File: config.mk
export PLATFORM = sky130hd
export DESIGN_NAME = pwm_sync_deadtime_mask
export DESIGN_NICKNAME = d
export VERILOG_FILES = /design/src/shared/pwm_sync_pkg.sv /design/src/verilog/pwm_deadtime_pair.sv /design/src/verilog/pwm_sync_deadtime_mask.sv
export VERILOG_INCLUDE_DIRS = /design/src /design/src/shared
export SDC_FILE = /design/constraint.sdc
export NUM_CORES = 1
export LEC_CHECK = 0
export ABC_AREA = 1
export BUFFER_PORTS_ARGS = -buffer_cell sky130_fd_sc_hd__buf_2
export CAP_MARGIN = 10
export CORE_MARGIN = 5
export CORE_UTILIZATION = 35
export DETAILED_ROUTE_END_ITERATION = 6
export PLACE_DENSITY = 0.55
export SLEW_MARGIN = 20
export SYNTH_ARGS = -nofsm -noshare
export SYNTH_HDL_FRONTEND = slang
export SYNTH_SLANG_ARGS = --single-unit
export TNS_END_PERCENT = 100
File: constraint.sdc
create_clock -name clk_sys_i -period 3.7 [get_ports clk_sys_i]
set_clock_uncertainty 0.05 [all_clocks]
set_input_delay 0.555 -clock clk_sys_i [delete_from_list [all_inputs] [get_ports clk_sys_i]]
set_output_delay 0.555 -clock clk_sys_i [all_outputs]
set_load 0.005 [all_outputs]
File: src/shared/pwm_sync_regs.svh
// Named constants for the PWM synchronisation, deadtime and mask stage
`ifndef PWM_SYNC_REGS_SVH
`define PWM_SYNC_REGS_SVH

// ----------------------------------------------------------------------
// Write target select codes
// ----------------------------------------------------------------------
`define PWM_SEL_CNTIN   4'h0
`define PWM_SEL_MOD     4'h1
`define PWM_SEL_CV0     4'h2
`define PWM_SEL_CV5     4'h7
`define PWM_SEL_MASK    4'h8

// ----------------------------------------------------------------------
// Reset values
// ----------------------------------------------------------------------
`define PWM_CNT_RST     16'h0000
`define PWM_CNTIN_RST   16'h0000
`define PWM_MOD_RST     16'hffff
`define PWM_CV_RST      16'h0000
`define PWM_MASK_RST    6'h00
`define PWM_TRIG_RST    3'h0
`define PWM_DT_ZERO     6'h00

// ----------------------------------------------------------------------
// Deadtime prescaler codes and last count of each divider
// ----------------------------------------------------------------------
`define PWM_DEADTIME_PRESCALE_DIV4   2'h2
`define PWM_DEADTIME_PRESCALE_DIV16  2'h3
`define PWM_PS_DIV1     4'h0
`define PWM_PS_DIV4     4'h3
`define PWM_PS_DIV16    4'hf
`define PWM_PS_STEP     4'h1
`define PWM_CNT_STEP    16'h0001
`define PWM_DT_STEP     6'h01

`endif

File: src/shared/pwm_sync_pkg.sv
// Types for the PWM synchronisation, deadtime and mask stage
package pwm_sync_pkg;

  // ----------------------------------------------------------------------
  // State of one deadtime pair
  // ----------------------------------------------------------------------
  typedef struct packed {
    logic       a_prev;
    logic       b_prev;
    logic [5:0] dly;
    logic       a_out;
    logic       b_out;
  } dt_state_t;

  // ----------------------------------------------------------------------
  // State of the top stage
  // ----------------------------------------------------------------------
  typedef struct packed {
    logic [15:0]       cnt;
    logic [15:0]       cntin;
    logic [15:0]       cntin_buf;
    logic              cntin_hi;
    logic              cntin_lo;
    logic [15:0]       modv;
    logic [15:0]       mod_buf;
    logic              mod_hi;
    logic              mod_lo;
    logic [5:0][15:0]  cv;
    logic [5:0][15:0]  cv_buf;
    logic [5:0]        cv_hi;
    logic [5:0]        cv_lo;
    logic [5:0]        mask_buf;
    logic [5:0]        mask;
    logic              soft_sync_trigger;
    logic              pend_hw;
    logic [2:0]        trig_en;
    logic [2:0]        trig_prev;
    logic [3:0]        ps_cnt;
    logic              dt_tick;
    logic              ovf;
    logic [5:0]        pwm;
  } pwm_state_t;

endpackage : pwm_sync_pkg

File: src/verilog/pwm_deadtime_pair.sv
// Deadtime insertion for one complementary channel pair
`timescale 1ns/1ps
`default_nettype none
`include "pwm_sync_regs.svh"

module pwm_deadtime_pair (
  input  wire logic       clk_sys_i,
  input  wire logic       srst_i,
  input  wire logic       a_i,        // Wanted active state, channel n
  input  wire logic       b_i,        // Wanted active state, channel n+1
  input  wire logic       dt_on_i,    // Deadtime active for this pair
  input  wire logic       tick_i,     // Prescaled deadtime clock
  input  wire logic [5:0] count_i,    // Deadtime length in ticks
  output logic            a_o,
  output logic            b_o
);

  pwm_sync_pkg::dt_state_t s_q;
  pwm_sync_pkg::dt_state_t s_d;
  logic                    edge_seen;

  // ----------------------------------------------------------------------
  // Delay counter and output blanking
  // ----------------------------------------------------------------------
  always_comb begin
    s_d        = s_q;
    edge_seen  = (a_i != s_q.a_prev) || (b_i != s_q.b_prev);
    s_d.a_prev = a_i;
    s_d.b_prev = b_i;
    if (!dt_on_i) begin
      s_d.dly   = `PWM_DT_ZERO;
      s_d.a_out = a_i;
      s_d.b_out = b_i;
    end else if (edge_seen) begin
      s_d.dly   = count_i;           // Full delay for every edge
      s_d.a_out = 1'b0;              // Both held inactive
      s_d.b_out = 1'b0;
    end else if (s_q.dly != `PWM_DT_ZERO) begin
      s_d.a_out = 1'b0;
      s_d.b_out = 1'b0;
      if (tick_i) begin
        s_d.dly = s_q.dly - `PWM_DT_STEP;   // Count prescaled periods
        // Last tick releases the pair, so the delay is exactly count ticks
        if (s_q.dly == `PWM_DT_STEP) begin
          s_d.a_out = a_i;
          s_d.b_out = b_i & ~a_i;
        end
      end
    end else begin
      s_d.a_out = a_i;
      s_d.b_out = b_i & ~a_i;        // Never both active
    end
    if (srst_i) begin
      s_d = '0;
    end
  end

  // State register
  always_ff @(posedge clk_sys_i) begin
    s_q <= s_d;
  end

  assign a_o = s_q.a_out;
  assign b_o = s_q.b_out;

  // ----------------------------------------------------------------------
  // Checks
  // ----------------------------------------------------------------------
  property p_no_overlap;
    @(posedge clk_sys_i) disable iff (srst_i)
    $past(dt_on_i) |-> !(a_o && b_o);
  endproperty
  a_no_overlap: assert property (p_no_overlap) else $error("pair both active");

  property p_edge_blank;
    @(posedge clk_sys_i) disable iff (srst_i)
    (dt_on_i && edge_seen && count_i > `PWM_DT_STEP) ##1 dt_on_i |-> (!a_o && !b_o) [*2];
  endproperty
  a_edge_blank: assert property (p_edge_blank) else $error("edge not delayed");

endmodule : pwm_deadtime_pair
`default_nettype wire

File: src/verilog/pwm_sync_deadtime_mask.sv
// PWM buffered-register synchronisation, deadtime insertion and output mask
`timescale 1ns/1ps
`default_nettype none
`include "pwm_sync_regs.svh"

// Contract
// - Initial value applies after both bytes, next overflow/sync
// - Trigger then boundary loads modulo and compares
// - Immediate mode loads modulo/compares on trigger
// - Sync mode one: software trigger, boundary load
// - Compare loads only with pair sync enabled
// - Trigger mode forces counter to initial value
// - Unsynced mask write applies next clock edge
// - Synced mask loads from buffer on trigger
// - Device clears software trigger when sync done
// - Hardware trigger enable clears on its event
// - Deadtime needs enable and non-zero count
// - Delay is count prescaled periods, shared
// - Pair never active together under deadtime
// - Active-high: rising edges delayed by deadtime
// - Active-low: falling edges delayed by deadtime
// - Deadtime only in combine or complementary mode
// - Short channel n pulse stays inactive
// - Short channel n+1 pulse stays inactive
// - Mask writes land in a write buffer
// - Masked channel driven to inactive level
// - Mask applies only in combine mode
// - Boundaries: counter reaches initial or modulo
// - Writing one to software trigger starts sync
// - Hardware trigger is enabled rising input edge

module pwm_sync_deadtime_mask (
  input  wire logic        clk_sys_i,
  input  wire logic        srst_i,
  // Byte writes to buffered values
  input  wire logic        wr_stb_i,
  input  wire logic [3:0]  wr_sel_i,
  input  wire logic        wr_hi_i,
  input  wire logic [7:0]  wr_data_i,
  // Trigger control writes
  input  wire logic        soft_sync_trigger_wr_i,
  input  wire logic        soft_sync_trigger_wr_data_i,
  input  wire logic        trig_wr_i,
  input  wire logic [2:0]  trig_wr_data_i,
  input  wire logic [2:0]  hw_trig_i,
  // Synchronisation configuration
  input  wire logic        sync_mode_sel_i,
  input  wire logic        on_trigger_a_i,
  input  wire logic        mask_sync_en_i,
  input  wire logic        boundary_at_max_i,
  input  wire logic        boundary_at_min_i,
  input  wire logic [2:0]  compare_sync_en_i,
  // Channel configuration
  input  wire logic [2:0]  combine_i,
  input  wire logic [2:0]  complement_i,
  input  wire logic [5:0]  channel_polarity_i,
  input  wire logic        deadtime_enable_i,
  input  wire logic [5:0]  deadtime_count_i,
  input  wire logic [1:0]  deadtime_prescale_i,
  // Status and channel outputs
  output logic [15:0]      counter_value_o,
  output logic             counter_overflow_flag_o,
  output logic             soft_sync_trigger_o,
  output logic [2:0]       hw_trigger_enable_o,
  output logic [5:0]       output_mask_o,
  output logic [5:0]       pwm_o
);

  pwm_sync_pkg::pwm_state_t s_q;
  pwm_sync_pkg::pwm_state_t s_d;

  logic [2:0]  hw_evt;
  logic        hw_any;
  logic        sw_evt;
  logic        imm_mode;
  logic        at_bound;
  logic        bound_load;
  logic        do_load;
  logic        cnt_sync;
  logic        mask_trig;
  logic        wrap;
  logic        cntin_rdy;
  logic [15:0] cntin_next;
  logic [3:0]  ps_last;
  logic        dt_active;
  logic [5:0]  ref_act;
  logic [5:0]  dt_act;
  logic [5:0]  pwm_next;

  // ----------------------------------------------------------------------
  // Trigger events and synchronisation conditions
  // ----------------------------------------------------------------------
  always_comb begin
    hw_evt     = hw_trig_i & ~s_q.trig_prev & s_q.trig_en;
    hw_any     = |hw_evt;
    sw_evt     = soft_sync_trigger_wr_i & soft_sync_trigger_wr_data_i;
    imm_mode   = !sync_mode_sel_i && on_trigger_a_i;
    at_bound   = (boundary_at_max_i && (s_q.cnt == s_q.modv))
               || (boundary_at_min_i && (s_q.cnt == s_q.cntin));
    // Boundary loads wait on a pending trigger
    bound_load = !imm_mode && at_bound
               && (s_q.soft_sync_trigger || (!sync_mode_sel_i && s_q.pend_hw));
    do_load    = (imm_mode && (hw_any || sw_evt)) || bound_load;
    cnt_sync   = on_trigger_a_i
               && (sync_mode_sel_i ? hw_any : (hw_any || sw_evt));
    mask_trig  = sync_mode_sel_i ? hw_any : (hw_any || sw_evt);
    wrap       = (s_q.cnt == s_q.modv);
    cntin_rdy  = s_q.cntin_hi && s_q.cntin_lo;
    cntin_next = (cntin_rdy && (wrap || cnt_sync)) ? s_q.cntin_buf : s_q.cntin;
    unique case (deadtime_prescale_i)
      `PWM_DEADTIME_PRESCALE_DIV4:  ps_last = `PWM_PS_DIV4;
      `PWM_DEADTIME_PRESCALE_DIV16: ps_last = `PWM_PS_DIV16;
      default:         ps_last = `PWM_PS_DIV1;
    endcase
    dt_active  = deadtime_enable_i && (deadtime_count_i != `PWM_DT_ZERO);
  end

  // ----------------------------------------------------------------------
  // Channel reference and output stage, one pair per step
  // ----------------------------------------------------------------------
  genvar p;
  generate
    for (p = 0; p < 3; p++) begin : g_pair
      logic ref_win;
      logic dt_on;

      // Combine window from compare n up to compare n+1
      always_comb begin
        ref_win = (s_q.cnt >= s_q.cv[2*p]) && (s_q.cnt < s_q.cv[2*p+1]);
        if (combine_i[p]) begin
          ref_act[2*p]   = ref_win;
          ref_act[2*p+1] = complement_i[p] ? ~ref_win : ref_win;
        end else begin
          ref_act[2*p]   = s_q.cnt < s_q.cv[2*p];
          ref_act[2*p+1] = s_q.cnt < s_q.cv[2*p+1];
        end
        dt_on = dt_active && (combine_i[p] || complement_i[p]);
      end

      // Shared delay and tick feed every pair
      pwm_deadtime_pair u_dt (
        .clk_sys_i (clk_sys_i),
        .srst_i    (srst_i),
        .a_i       (ref_act[2*p]),
        .b_i       (ref_act[2*p+1]),
        .dt_on_i   (dt_on),
        .tick_i    (s_q.dt_tick),
        .count_i   (deadtime_count_i),
        .a_o       (dt_act[2*p]),
        .b_o       (dt_act[2*p+1])
      );

      // Mask forces inactive level in combine mode, polarity maps active state
      always_comb begin
        pwm_next[2*p] = (s_q.mask[2*p] && combine_i[p])
                      ? channel_polarity_i[2*p]
                      : (dt_act[2*p] ^ channel_polarity_i[2*p]);
        pwm_next[2*p+1] = (s_q.mask[2*p+1] && combine_i[p])
                        ? channel_polarity_i[2*p+1]
                        : (dt_act[2*p+1] ^ channel_polarity_i[2*p+1]);
      end
    end
  endgenerate

  // ----------------------------------------------------------------------
  // Next state of buffers, counter, flags and outputs
  // ----------------------------------------------------------------------
  always_comb begin
    s_d           = s_q;
    s_d.trig_prev = hw_trig_i;

    // Counter: reload at overflow or synchronisation
    s_d.ovf   = wrap;
    s_d.cntin = cntin_next;
    if (cntin_rdy && (wrap || cnt_sync)) begin
      s_d.cntin_hi = 1'b0;
      s_d.cntin_lo = 1'b0;
    end
    if (cnt_sync || wrap) begin
      s_d.cnt = cntin_next;
    end else begin
      s_d.cnt = s_q.cnt + `PWM_CNT_STEP;
    end

    // Modulo and compares from complete buffers
    if (do_load && s_q.mod_hi && s_q.mod_lo) begin
      s_d.modv   = s_q.mod_buf;
      s_d.mod_hi = 1'b0;
      s_d.mod_lo = 1'b0;
    end
    for (int k = 0; k < 6; k++) begin
      if (do_load && compare_sync_en_i[k/2] && s_q.cv_hi[k] && s_q.cv_lo[k]) begin
        s_d.cv[k]    = s_q.cv_buf[k];
        s_d.cv_hi[k] = 1'b0;
        s_d.cv_lo[k] = 1'b0;
      end
    end

    // Byte writes into the write buffers
    if (wr_stb_i) begin
      if (wr_sel_i == `PWM_SEL_CNTIN) begin
        if (wr_hi_i) begin
          s_d.cntin_buf[15:8] = wr_data_i;
          s_d.cntin_hi        = 1'b1;
        end else begin
          s_d.cntin_buf[7:0] = wr_data_i;
          s_d.cntin_lo       = 1'b1;
        end
      end else if (wr_sel_i == `PWM_SEL_MOD) begin
        if (wr_hi_i) begin
          s_d.mod_buf[15:8] = wr_data_i;
          s_d.mod_hi        = 1'b1;
        end else begin
          s_d.mod_buf[7:0] = wr_data_i;
          s_d.mod_lo       = 1'b1;
        end
      end else if (wr_sel_i == `PWM_SEL_MASK) begin
        s_d.mask_buf = wr_data_i[5:0];
      end else if (wr_sel_i >= `PWM_SEL_CV0 && wr_sel_i <= `PWM_SEL_CV5) begin
        for (int k = 0; k < 6; k++) begin
          if (wr_sel_i == `PWM_SEL_CV0 + k[3:0]) begin
            if (wr_hi_i) begin
              s_d.cv_buf[k][15:8] = wr_data_i;
              s_d.cv_hi[k]        = 1'b1;
            end else begin
              s_d.cv_buf[k][7:0] = wr_data_i;
              s_d.cv_lo[k]       = 1'b1;
            end
          end
        end
      end
    end

    // Visible mask follows the buffer directly or on trigger
    if (!mask_sync_en_i || mask_trig) begin
      s_d.mask = s_d.mask_buf;
    end

    // Pending hardware trigger for boundary mode
    if (bound_load) begin
      s_d.pend_hw = 1'b0;
    end
    if (!sync_mode_sel_i && !on_trigger_a_i && hw_any) begin
      s_d.pend_hw = 1'b1;
    end

    // Software trigger flag: hardware clear, a write wins
    if (s_q.soft_sync_trigger && (bound_load || imm_mode)) begin
      s_d.soft_sync_trigger = 1'b0;
    end
    if (soft_sync_trigger_wr_i) begin
      s_d.soft_sync_trigger = soft_sync_trigger_wr_data_i;
    end

    // Hardware trigger enables clear on their event, a write wins
    s_d.trig_en = s_q.trig_en & ~hw_evt;
    if (trig_wr_i) begin
      s_d.trig_en = trig_wr_data_i;
    end

    // Shared deadtime prescaler
    if (s_q.ps_cnt >= ps_last) begin
      s_d.ps_cnt  = `PWM_PS_DIV1;
      s_d.dt_tick = 1'b1;
    end else begin
      s_d.ps_cnt  = s_q.ps_cnt + `PWM_PS_STEP;
      s_d.dt_tick = 1'b0;
    end

    s_d.pwm = pwm_next;

    // Synchronous reset values
    if (srst_i) begin
      s_d           = '0;
      s_d.cnt       = `PWM_CNT_RST;
      s_d.cntin     = `PWM_CNTIN_RST;
      s_d.modv      = `PWM_MOD_RST;
      s_d.mod_buf   = `PWM_MOD_RST;
      s_d.mask      = `PWM_MASK_RST;
      s_d.mask_buf  = `PWM_MASK_RST;
      s_d.trig_en   = `PWM_TRIG_RST;
      s_d.trig_prev = `PWM_TRIG_RST;
      for (int k = 0; k < 6; k++) begin
        s_d.cv[k] = `PWM_CV_RST;
      end
    end
  end

  // State register, all updates on the system clock
  always_ff @(posedge clk_sys_i) begin
    s_q <= s_d;
  end

  // ----------------------------------------------------------------------
  // Outputs straight from the state register
  // ----------------------------------------------------------------------
  assign counter_value_o         = s_q.cnt;
  assign counter_overflow_flag_o = s_q.ovf;
  assign soft_sync_trigger_o     = s_q.soft_sync_trigger;
  assign hw_trigger_enable_o     = s_q.trig_en;
  assign output_mask_o           = s_q.mask;
  assign pwm_o                   = s_q.pwm;

  // ----------------------------------------------------------------------
  // Checks
  // ----------------------------------------------------------------------
  property p_trig_clear;
    @(posedge clk_sys_i) disable iff (srst_i)
    (hw_any && !trig_wr_i) |=> ((hw_trigger_enable_o & $past(hw_evt)) == 3'h0);
  endproperty
  a_trig_clear: assert property (p_trig_clear) else $error("trigger enable kept");

  property p_mask_direct;
    @(posedge clk_sys_i) disable iff (srst_i)
    (!mask_sync_en_i && wr_stb_i && wr_sel_i == `PWM_SEL_MASK)
      |=> output_mask_o == $past(wr_data_i[5:0]);
  endproperty
  a_mask_direct: assert property (p_mask_direct) else $error("mask write late");

  property p_mask_hold;
    @(posedge clk_sys_i) disable iff (srst_i)
    (mask_sync_en_i && !mask_trig) |=> $stable(output_mask_o);
  endproperty
  a_mask_hold: assert property (p_mask_hold) else $error("mask moved untriggered");

  property p_imm_load;
    @(posedge clk_sys_i) disable iff (srst_i)
    (imm_mode && (sw_evt || hw_any) && s_q.mod_hi && s_q.mod_lo)
      |=> s_q.modv == $past(s_q.mod_buf);
  endproperty
  a_imm_load: assert property (p_imm_load) else $error("modulo not loaded");

  property p_hw_no_load;
    @(posedge clk_sys_i) disable iff (srst_i)
    (sync_mode_sel_i && !at_bound) |=> $stable(s_q.modv);
  endproperty
  a_hw_no_load: assert property (p_hw_no_load) else $error("modulo off boundary");

  property p_cnt_sync;
    @(posedge clk_sys_i) disable iff (srst_i)
    cnt_sync |=> counter_value_o == $past(cntin_next);
  endproperty
  a_cnt_sync: assert property (p_cnt_sync) else $error("counter not forced");

  property p_sw_clear;
    @(posedge clk_sys_i) disable iff (srst_i)
    (bound_load && s_q.soft_sync_trigger && !soft_sync_trigger_wr_i) |=> !soft_sync_trigger_o;
  endproperty
  a_sw_clear: assert property (p_sw_clear) else $error("soft trigger not cleared");

  property p_cv_gate;
    @(posedge clk_sys_i) disable iff (srst_i)
    !compare_sync_en_i[0] |=> $stable(s_q.cv[0]);
  endproperty
  a_cv_gate: assert property (p_cv_gate) else $error("compare loaded ungated");

  property p_masked_out;
    @(posedge clk_sys_i) disable iff (srst_i)
    (s_q.mask[0] && combine_i[0]) |=> pwm_o[0] == $past(channel_polarity_i[0]);
  endproperty
  a_masked_out: assert property (p_masked_out) else $error("masked channel active");

endmodule : pwm_sync_deadtime_mask
`default_nettype wire

# [Yosys cells after proc, flatten, opt, wreduce, memory -nomap -nowiden]
# Index checks and enable logic that the tools add are counted.
[classes] n_addsub=5 order_cmp=12 eq_ne=21 muxes=93 bitwise_logic=28 reduce_logical=98
[ops] cell="$lt A16 B16 Y1" count=6
[ops] cell="$reduce_and A7 Y1" count=12
[ops] cell="$mux W1" count=55
[ops] cell="$mux W18" count=3
[ops] cell="$ge A16 B16 Y1" count=3
[ops] cell="$mux W8" count=6
[ops] cell="$logic_and A1 B1 Y1" count=44
[ops] cell="$mux W2" count=19
[ops] cell="$eq A16 B16 Y1" count=2
[ops] cell="$mux W16" count=2
[ops] cell="$mux W12" count=2
[ops] cell="$mux W6" count=4
[ops] cell="$reduce_bool A6 Y1" count=4
[ops] cell="$eq A6 B1 Y1 const B" count=3
[ops] cell="$sub A6 B1 Y6 const B" count=3
[ops] cell="$add A16 B1 Y16 const B" count=1
[ops] cell="$eq A4 B3 Y1 const B" count=4
[ops] cell="$reduce_bool A2 Y1" count=8
[ops] cell="$logic_or A1 B1 Y1" count=13
[ops] cell="$not A1 Y1" count=13
[ops] cell="$and A3 B3 Y3" count=3
[ops] cell="$eq A4 B2 Y1 const B" count=2
[ops] cell="$pmux W4 S2" count=1
[ops] cell="$reduce_and A4 Y1" count=2
[ops] cell="other kinds (18)" count=42
[word_totals] ff_bits=350 output_inout_bits=33 wordCells=313

# [Longest topological paths before layout]
[logic_depth] word_depth=18 ltp_mapped=21

# [Hierarchy]
# Synthesis repeated with hierarchy kept, for this count alone.
[unflattened] cells_unflattened=2466 area_unflattened_um2=17471.8
[modules_own_cells] mod="pwm_sync_deadtime_mask" instances=1 cells_each=2157 area_per_inst_um2=15474.8 seq_area_each_um2=6406.1
[modules_own_cells] mod="pwm_deadtime_pair" instances=3 cells_each=103 area_per_inst_um2=665.6 seq_area_each_um2=200.2

# [Worst setup path after synthesis]
# OpenSTA, ideal clock, no wires.
[synth_path] path_type="flip-flop to flip-flop" startpoint="register s_q, in the netlist counter_value_o[11]" endpoint="register g_pair[2].u_dt.s_q[3] (netlist bit)" setup_ns=0.064 t_arrival_ns=2.153 t_required_ns=3.586 setup_slack_ns=1.433 path_stages_with_launch=19 synth_period_minus_slack_ns=2.267 cell_sequence="dfxtp_1 > ha_1 > nand2_1 > nor2_1 > nand2_1 > inv_1 > nand2_1 > nand2_1 > nor2_1 > nand3_1 > nand3_1 > nand2_1 > nand2_1 > nand2_1 > nor2_4 > nand2_1 > nand2_1 > inv_1 > nor2_1"
[synth_via] elab_chain_len=9 word_cells_on_any_way=14 classes_between="3 x order compare; 2 x eq/ne; 3 x mux; 1 x bitwise; 5 x reduce/logical"
[synth_lines] item="start, declared" line_no="pwm_sync_deadtime_mask.sv:69" text="pwm_sync_pkg::pwm_state_t s_q;"
[synth_lines] item="start signal, assigned" line_no="pwm_sync_deadtime_mask.sv:291" text="s_q <= s_d;"
[synth_lines] item="$ge A16 B16 Y1 / $lt A16 B16 Y1 (equally long branches)" line_no="pwm_sync_deadtime_mask.sv:129, pwm_sync_deadtime_mask.sv:135"
[synth_lines] item="$logic_and A1 B1 Y1" line_no="pwm_sync_deadtime_mask.sv:129" text="ref_win = (s_q.cnt >= s_q.cv[2*p]) && (s_q.cnt < s_q.cv[2*p+1]);"
[synth_lines] item="$not A1 Y1" line_no="pwm_sync_deadtime_mask.sv:132" text="ref_act[2*p+1] = complement_i[p] ? ~ref_win : ref_win;"
[synth_lines] item="$mux W1" line_no="pwm_sync_deadtime_mask.sv:132"
[synth_lines] item="$mux W2 *" line_no="pwm_sync_deadtime_mask.sv:130" text="if (combine_i[p]) begin"
[synth_lines] item="$ne A1 B1 Y1" line_no="pwm_deadtime_pair.sv:27" text="edge_seen = (a_i != s_q.a_prev) || (b_i != s_q.b_prev);"
[synth_lines] item="$logic_or A1 B1 Y1 *" line_no="pwm_deadtime_pair.sv:27"
[synth_lines] item="$reduce_bool A2 Y1 (no source line)"
[synth_lines] item="$reduce_and A2 Y1 (no source line)"
[synth_lines] item="end signal, assigned" line_no="pwm_deadtime_pair.sv:60" text="s_q <= s_d;"
[synth_lines] item="end, declared" line_no="pwm_deadtime_pair.sv:18" text="pwm_sync_pkg::dt_state_t s_q;"
# Every way passes the cells marked *; elsewhere a longest branch is shown, timed or not.
# A chain may end at the register's enable or synchronous reset.

# [Final worst setup path]
[layout_path] startpoint="register s_q, in the netlist counter_value_o[12]" endpoint="register g_pair[2].u_dt.s_q, in the netlist g_pair[2].u_dt.a_o"
[layout_via] elab_chain_len=9 word_cells_on_any_way=15 classes_between="3 x order compare; 2 x eq/ne; 7 x mux; 1 x bitwise; 2 x reduce/logical"
[layout_lines] item="$ge A16 B16 Y1 / $lt A16 B16 Y1 (equally long branches)" line_no="pwm_sync_deadtime_mask.sv:129, pwm_sync_deadtime_mask.sv:135"
[layout_lines] item="$logic_and A1 B1 Y1" line_no="pwm_sync_deadtime_mask.sv:129"
[layout_lines] item="$not A1 Y1" line_no="pwm_sync_deadtime_mask.sv:132"
[layout_lines] item="$mux W1" line_no="pwm_sync_deadtime_mask.sv:132"
[layout_lines] item="$mux W2 *" line_no="pwm_sync_deadtime_mask.sv:130"
[layout_lines] item="branches (longest 3 deep; another with $mux W8)"
[layout_lines] item="$mux W2 *" line_no="pwm_deadtime_pair.sv:30" text="if (!dt_on_i) begin"
# Every way passes the cells marked *. The select of a mux whose other input is x is not followed.

==> results by stage <==
Synth:
- The mean post-synth cell area is 7.07 um^2.
- The number of flops mapped to enable cells by yosys is 0.
- By area the synthesized netlist is led by dfxtp_1, nand2_1, ha_1.
- For this run, asynchronously set or reset flops after synthesis account for 0%.
- The number of nets handed over by synthesis was between 2000 and 3000.
- The cell taking the most area after synthesis is dfxtp_1.
- The share of the Yosys chip area taken by registers is 40.5%.
- The main flop type after synthesis is dfxtp_1.
- Summed over its instances, the top area cell type makes up approximately 40% of the synthesized netlist area.
- The flip-flop and latch count after synthesis is 350.
- Yosys mapped the design onto 42 distinct sky130hd cell types.
- The cell area after synthesis is 17300 um^2.
- The commonest cells after synthesis are nand2_1, dfxtp_1, nor2_1.
- The most numerous cell in the Yosys netlist is nand2_1.
- The count of warnings emitted by yosys is 0.
- The post-synthesis cell count is 2446.

Power and ir drop:
- The internal portion of the total power is 7.04 mW.
- In this run the static leakage power is 9.76 nW.
- The combinational cell fraction of total power is 18.2%.
- The total power is 10.0 mW.
- The areal power density over the cells is ~510 nW/um^2.
- The switching portion of total power is 29.6%.
- Per report_power, the sequential group accounts for 39.9% of the total.
- The share of total power dissipated in the clock network is 41.9%.
- IR analysis of the VDD net gives a maximum drop of ~0.00027 V.
- The switching power total is 2.96 mW.

Worst setup path:
- The worst reg2reg path endpoint is g_pair[2].u_dt.a_o$_SDFF_PP0_.
- STA puts the critical path data arrival time at 3.47 ns.
- For the worst setup path, the data required time is 4.11 ns.
- The worst reg-to-reg setup slack is about 0.65 ns.
- On the critical path, the stage with the largest delay is an instance of dfxtp_1.
- In this run the worst path has a maximum fanout of 8.
- The launching point of the worst reg2reg path is counter_value_o[12]$_SDFF_PP0_.
- Walking the worst path, the cells encountered are buf_4 -> ha_1 -> nand2_1 -> nor2_1 -> nand2_1 -> inv_1 -> nand2_1 -> nand2_1 -> nor2_1 -> nand3_1 -> nand3_1 -> nand2_1 -> nand2_1 -> nand2_1 -> nor2_4 -> nand2_1 -> a21boi_1.
- The worst setup path is of the register to register kind.
- The worst setup path is launched from a register.
- The cell that appears most often on the critical path is nand2_1.
- The type of element capturing the critical path is a register.
- The maximum single-stage delay on the critical path is 0.56 ns.
- Measured in cells, the most critical reg-to-reg path has a length of 17.

Hold path:
- The startpoint of the lowest-slack hold path is hw_trig_i[2].
- The end point of the worst hold path is s_q[14]$_SDFF_PP0_.
- The tightest min-delay check is of the primary input to register type.
- Counting instances, the worst hold path has a depth of 3.

Timing:
- Of the available clock period, the critical path in the final layout requires between 80% and 90%.
- Setup violations remaining at the end of the flow were counted as 0.
- The worst-margin pin slew is 0.844 ns.
- On the final layout, the worst hold slack is 0.187 ns.
- Subtracting the final worst setup slack from the clock period gives 3.05 ns.
- The hold violation total from the final report is 0.
- The sum of negative setup slack is 0 ns.
- Setup repair after global routing left no endpoint under its margin.
- Derived from the worst setup path, the maximum achievable clock frequency is between 0.3 and 0.4 GHz.
- The worst slew slack as a fraction of its limit is 43.7%.
- The final count of pins violating max slew is 0.

Clocking:
- Buffers inserted during clock tree synthesis total 41.
- The clock tree synthesis step divided the H-tree into 2 levels.
- The clock latency on the worst-skew pair is approximately 0.56 ns.
- The largest buffer count on any clock path is 3.
- The tree built by TritonCTS fans out to 350 sinks.
- TritonCTS built the clock tree.
- Clock-pin slew was measured on the worst setup and hold paths at 0.06 ns.
- Hold repair after CTS inserted 0 buffers.
- The number of setup buffers added after CTS is 0.
- The root buffer cell chosen for the clock tree is clkbuf_16.
- After clock tree synthesis, the repair step resized 0 gates.

Final layout:
- In the final layout, flip-flops and latches occupy 7010 um^2.
- In the final layout, the share of cells above drive strength 1 is about a tenth.
- The synthesis-to-finish area growth is 13.7%.
- The number of fill cells in the layout is 5151.
- Summing all multi-input logic gate instances after layout gives 8530 um^2.
- Cells fill 40.2% of the core in the end.
- In the final design database the tool counted approximately 2700 nets.

Routing:
- The per-cell via count in the routed design is 4.85.
- The total vias in the final route is 15500.
- The number of search-and-repair iterations in the first detailed-routing pass is 6.
- The DRC marker count from the first detailed-route iteration is 1152.
- Once detail routing completed, the nets flagged for antenna violations numbered 0.
- The number of remaining DRC errors is 0.
- The average detailed-routed wire length per instance is 16.6 um.
- The final layout contains routed wiring with a total length of 52900 um.

Floorplan:
- The floorplan die area is 54000 um^2.
- The vertical extent of the die is 232 um.
- The initial utilization of the core area, before any placement, comes to 35.3%.
- The floorplan die width is 232 um.
- The site row count is between 80 and 90.
- For this design the top-level I/O count stands at 87.
- The floorplan step defined a core boundary enclosing 49000 um^2.

Global route:
- The total overflow left after global routing is 0.
- The number of global-route vias before repair was 14400.
- The number of antenna violations at the first check in global routing was 1.
- The first global-routing pass estimated 82300 um of wire.
- The pin count of the biggest net entering global routing is a little under 100.
- In the global route stage, overall resource usage came out at 19.5%.

Placed design:
- The detailed placer's ending HPWL is 36900 um.
- The routability congestion estimate from global placement is 0.921.
- The count of input and output buffers is 86.

Status:
- The flow ran to the end, and the final reports show no timing, DRC or antenna violations.

Job:
- The max-capacitance violation count is 0.
==> per-layer routing <==
metal	track usage [%]	vias up	wire length, um	part of all wire [%]
met5	0	-	0	0
met4	5.61	0	1240	2.3
met3	3.36	72	3570	6.8
met2	30.7	443	23200	44
met1	27.4	7094	24900	47
li1	-	7863	-	-
==> layout by cell type (no fill, tap or decap), drive strengths merged, types with 3 or more instances in the layout <==
| cell type | Yosys | layout |
|---|---|---|
| clkbuf | 58 | 60 |
| inv | 282 | 284 |
| nor4 | 7 | 7 |
| nor3 | 9 | 9 |
| buf | 68 | 135 |
| a21oi | 196 | 196 |
| clkinv | 3 | 8 |
| nand3b | 3 | 3 |
| o22ai | 7 | 7 |
| o21a | 3 | 3 |
| nand3 | 147 | 147 |
| o211ai | 31 | 31 |
| xor2 | 27 | 27 |
| dfxtp | 350 | 350 |
| nand2 | 636 | 636 |
| nand4 | 36 | 36 |
| nor2 | 342 | 342 |
| o21ai | 116 | 116 |
| ha | 105 | 105 |
| xnor2 | 15 | 15 |
| bufinv | 0 | 4 |
==> registers in the layout, summed over array words and instances, names as in the netlist <==
register                 cells
counter_overflow_flag_o      1
counter_value_o             16
g_pair.u_dt.a_o              3
g_pair.u_dt.b_o              3
g_pair.u_dt.s_q             24
hw_trigger_enable_o          3
output_mask_o                6
pwm_o                        6
s_q                        287
soft_sync_trigger_o          1
==> metrics by stage <==
stage | area, um^2 | cells | setup WS, ns
after floorplan | 17300 | 2446 | 1.43
after global placement | 18300 | 3119 | 0.757
after detailed placement | 18300 | 3119 | 0.751
after CTS | 19700 | 3192 | 0.685
after global routing | 19700 | 3193 | 0.386
final | 19700 | 3193 | 0.649
==> logic make-up after synthesis <==
| group | synth area share [%] |
|---|---|
| AO/OA/AOI/OAI | 11.1 |
| XOR/XNOR | 2.13 |
| adder cells (fa/ha/maj) | 7.59 |
| buffers and inverters | 10.2 |
| flip-flops | 40.5 |
| AND/OR/NAND/NOR | 28.5 |
==> area by class of cell <==
| class | count | area share, % |
|---|---|---|
| Antenna cell | 1 | 0.0127 |
| Clock buffer | 60 | 6.19 |
| Clock inverter | 13 | 0.903 |
| Inverter | 285 | 5.47 |
| Multi-Input combinational cell | 1685 | 43.4 |
| Sequential cell | 350 | 35.6 |
| Tap cell | 664 | 4.22 |
| Timing Repair Buffer | 135 | 4.20 |
==> worst max path at each step <==
stage / startpoint / end / slack (ns) / cells after the start
floorplan: counter_value_o[11]$_SDFF_PP0_ / g_pair[2].u_dt.s_q[3]$_SDFFE_PP0P_ / 1.43 / 18
finish: counter_value_o[12]$_SDFF_PP0_ / g_pair[2].u_dt.a_o$_SDFF_PP0_ / 0.65 / 17
detailed placement: counter_value_o[14]$_SDFF_PP0_ / g_pair[2].u_dt.a_o$_SDFF_PP0_ / 0.75 / 17
CTS: counter_value_o[14]$_SDFF_PP0_ / g_pair[2].u_dt.a_o$_SDFF_PP0_ / 0.69 / 17
global route: counter_value_o[14]$_SDFF_PP0_ / g_pair[1].u_dt.s_q[7]$_SDFFE_PP0P_ / 0.39 / 16
global placement: counter_value_o[14]$_SDFF_PP0_ / g_pair[2].u_dt.a_o$_SDFF_PP0_ / 0.76 / 17
==> power by group through the flow <==
stage	sequential, mW	clock (mW)	combinational [mW]
CTS	3.99	4.29	1.82
global placement	4.07	0	1.79
finish	3.99	4.19	1.82
global route	4.00	4.46	2.07
floorplan	4.05	0	1.26
detailed placement	4.07	0	1.81
==> worst max-delay path, delay by kind of cell (launching register included) <==
family	cells	cell delay, ns
and+or+nand+nor	13	1.51
DFF	1	0.56
buffers and inverters	2	0.37
adders and majority gates	1	0.26
AOI/OAI and AO/OA	1	0.20
No activity file was read; power rests on OpenSTA's default activity.
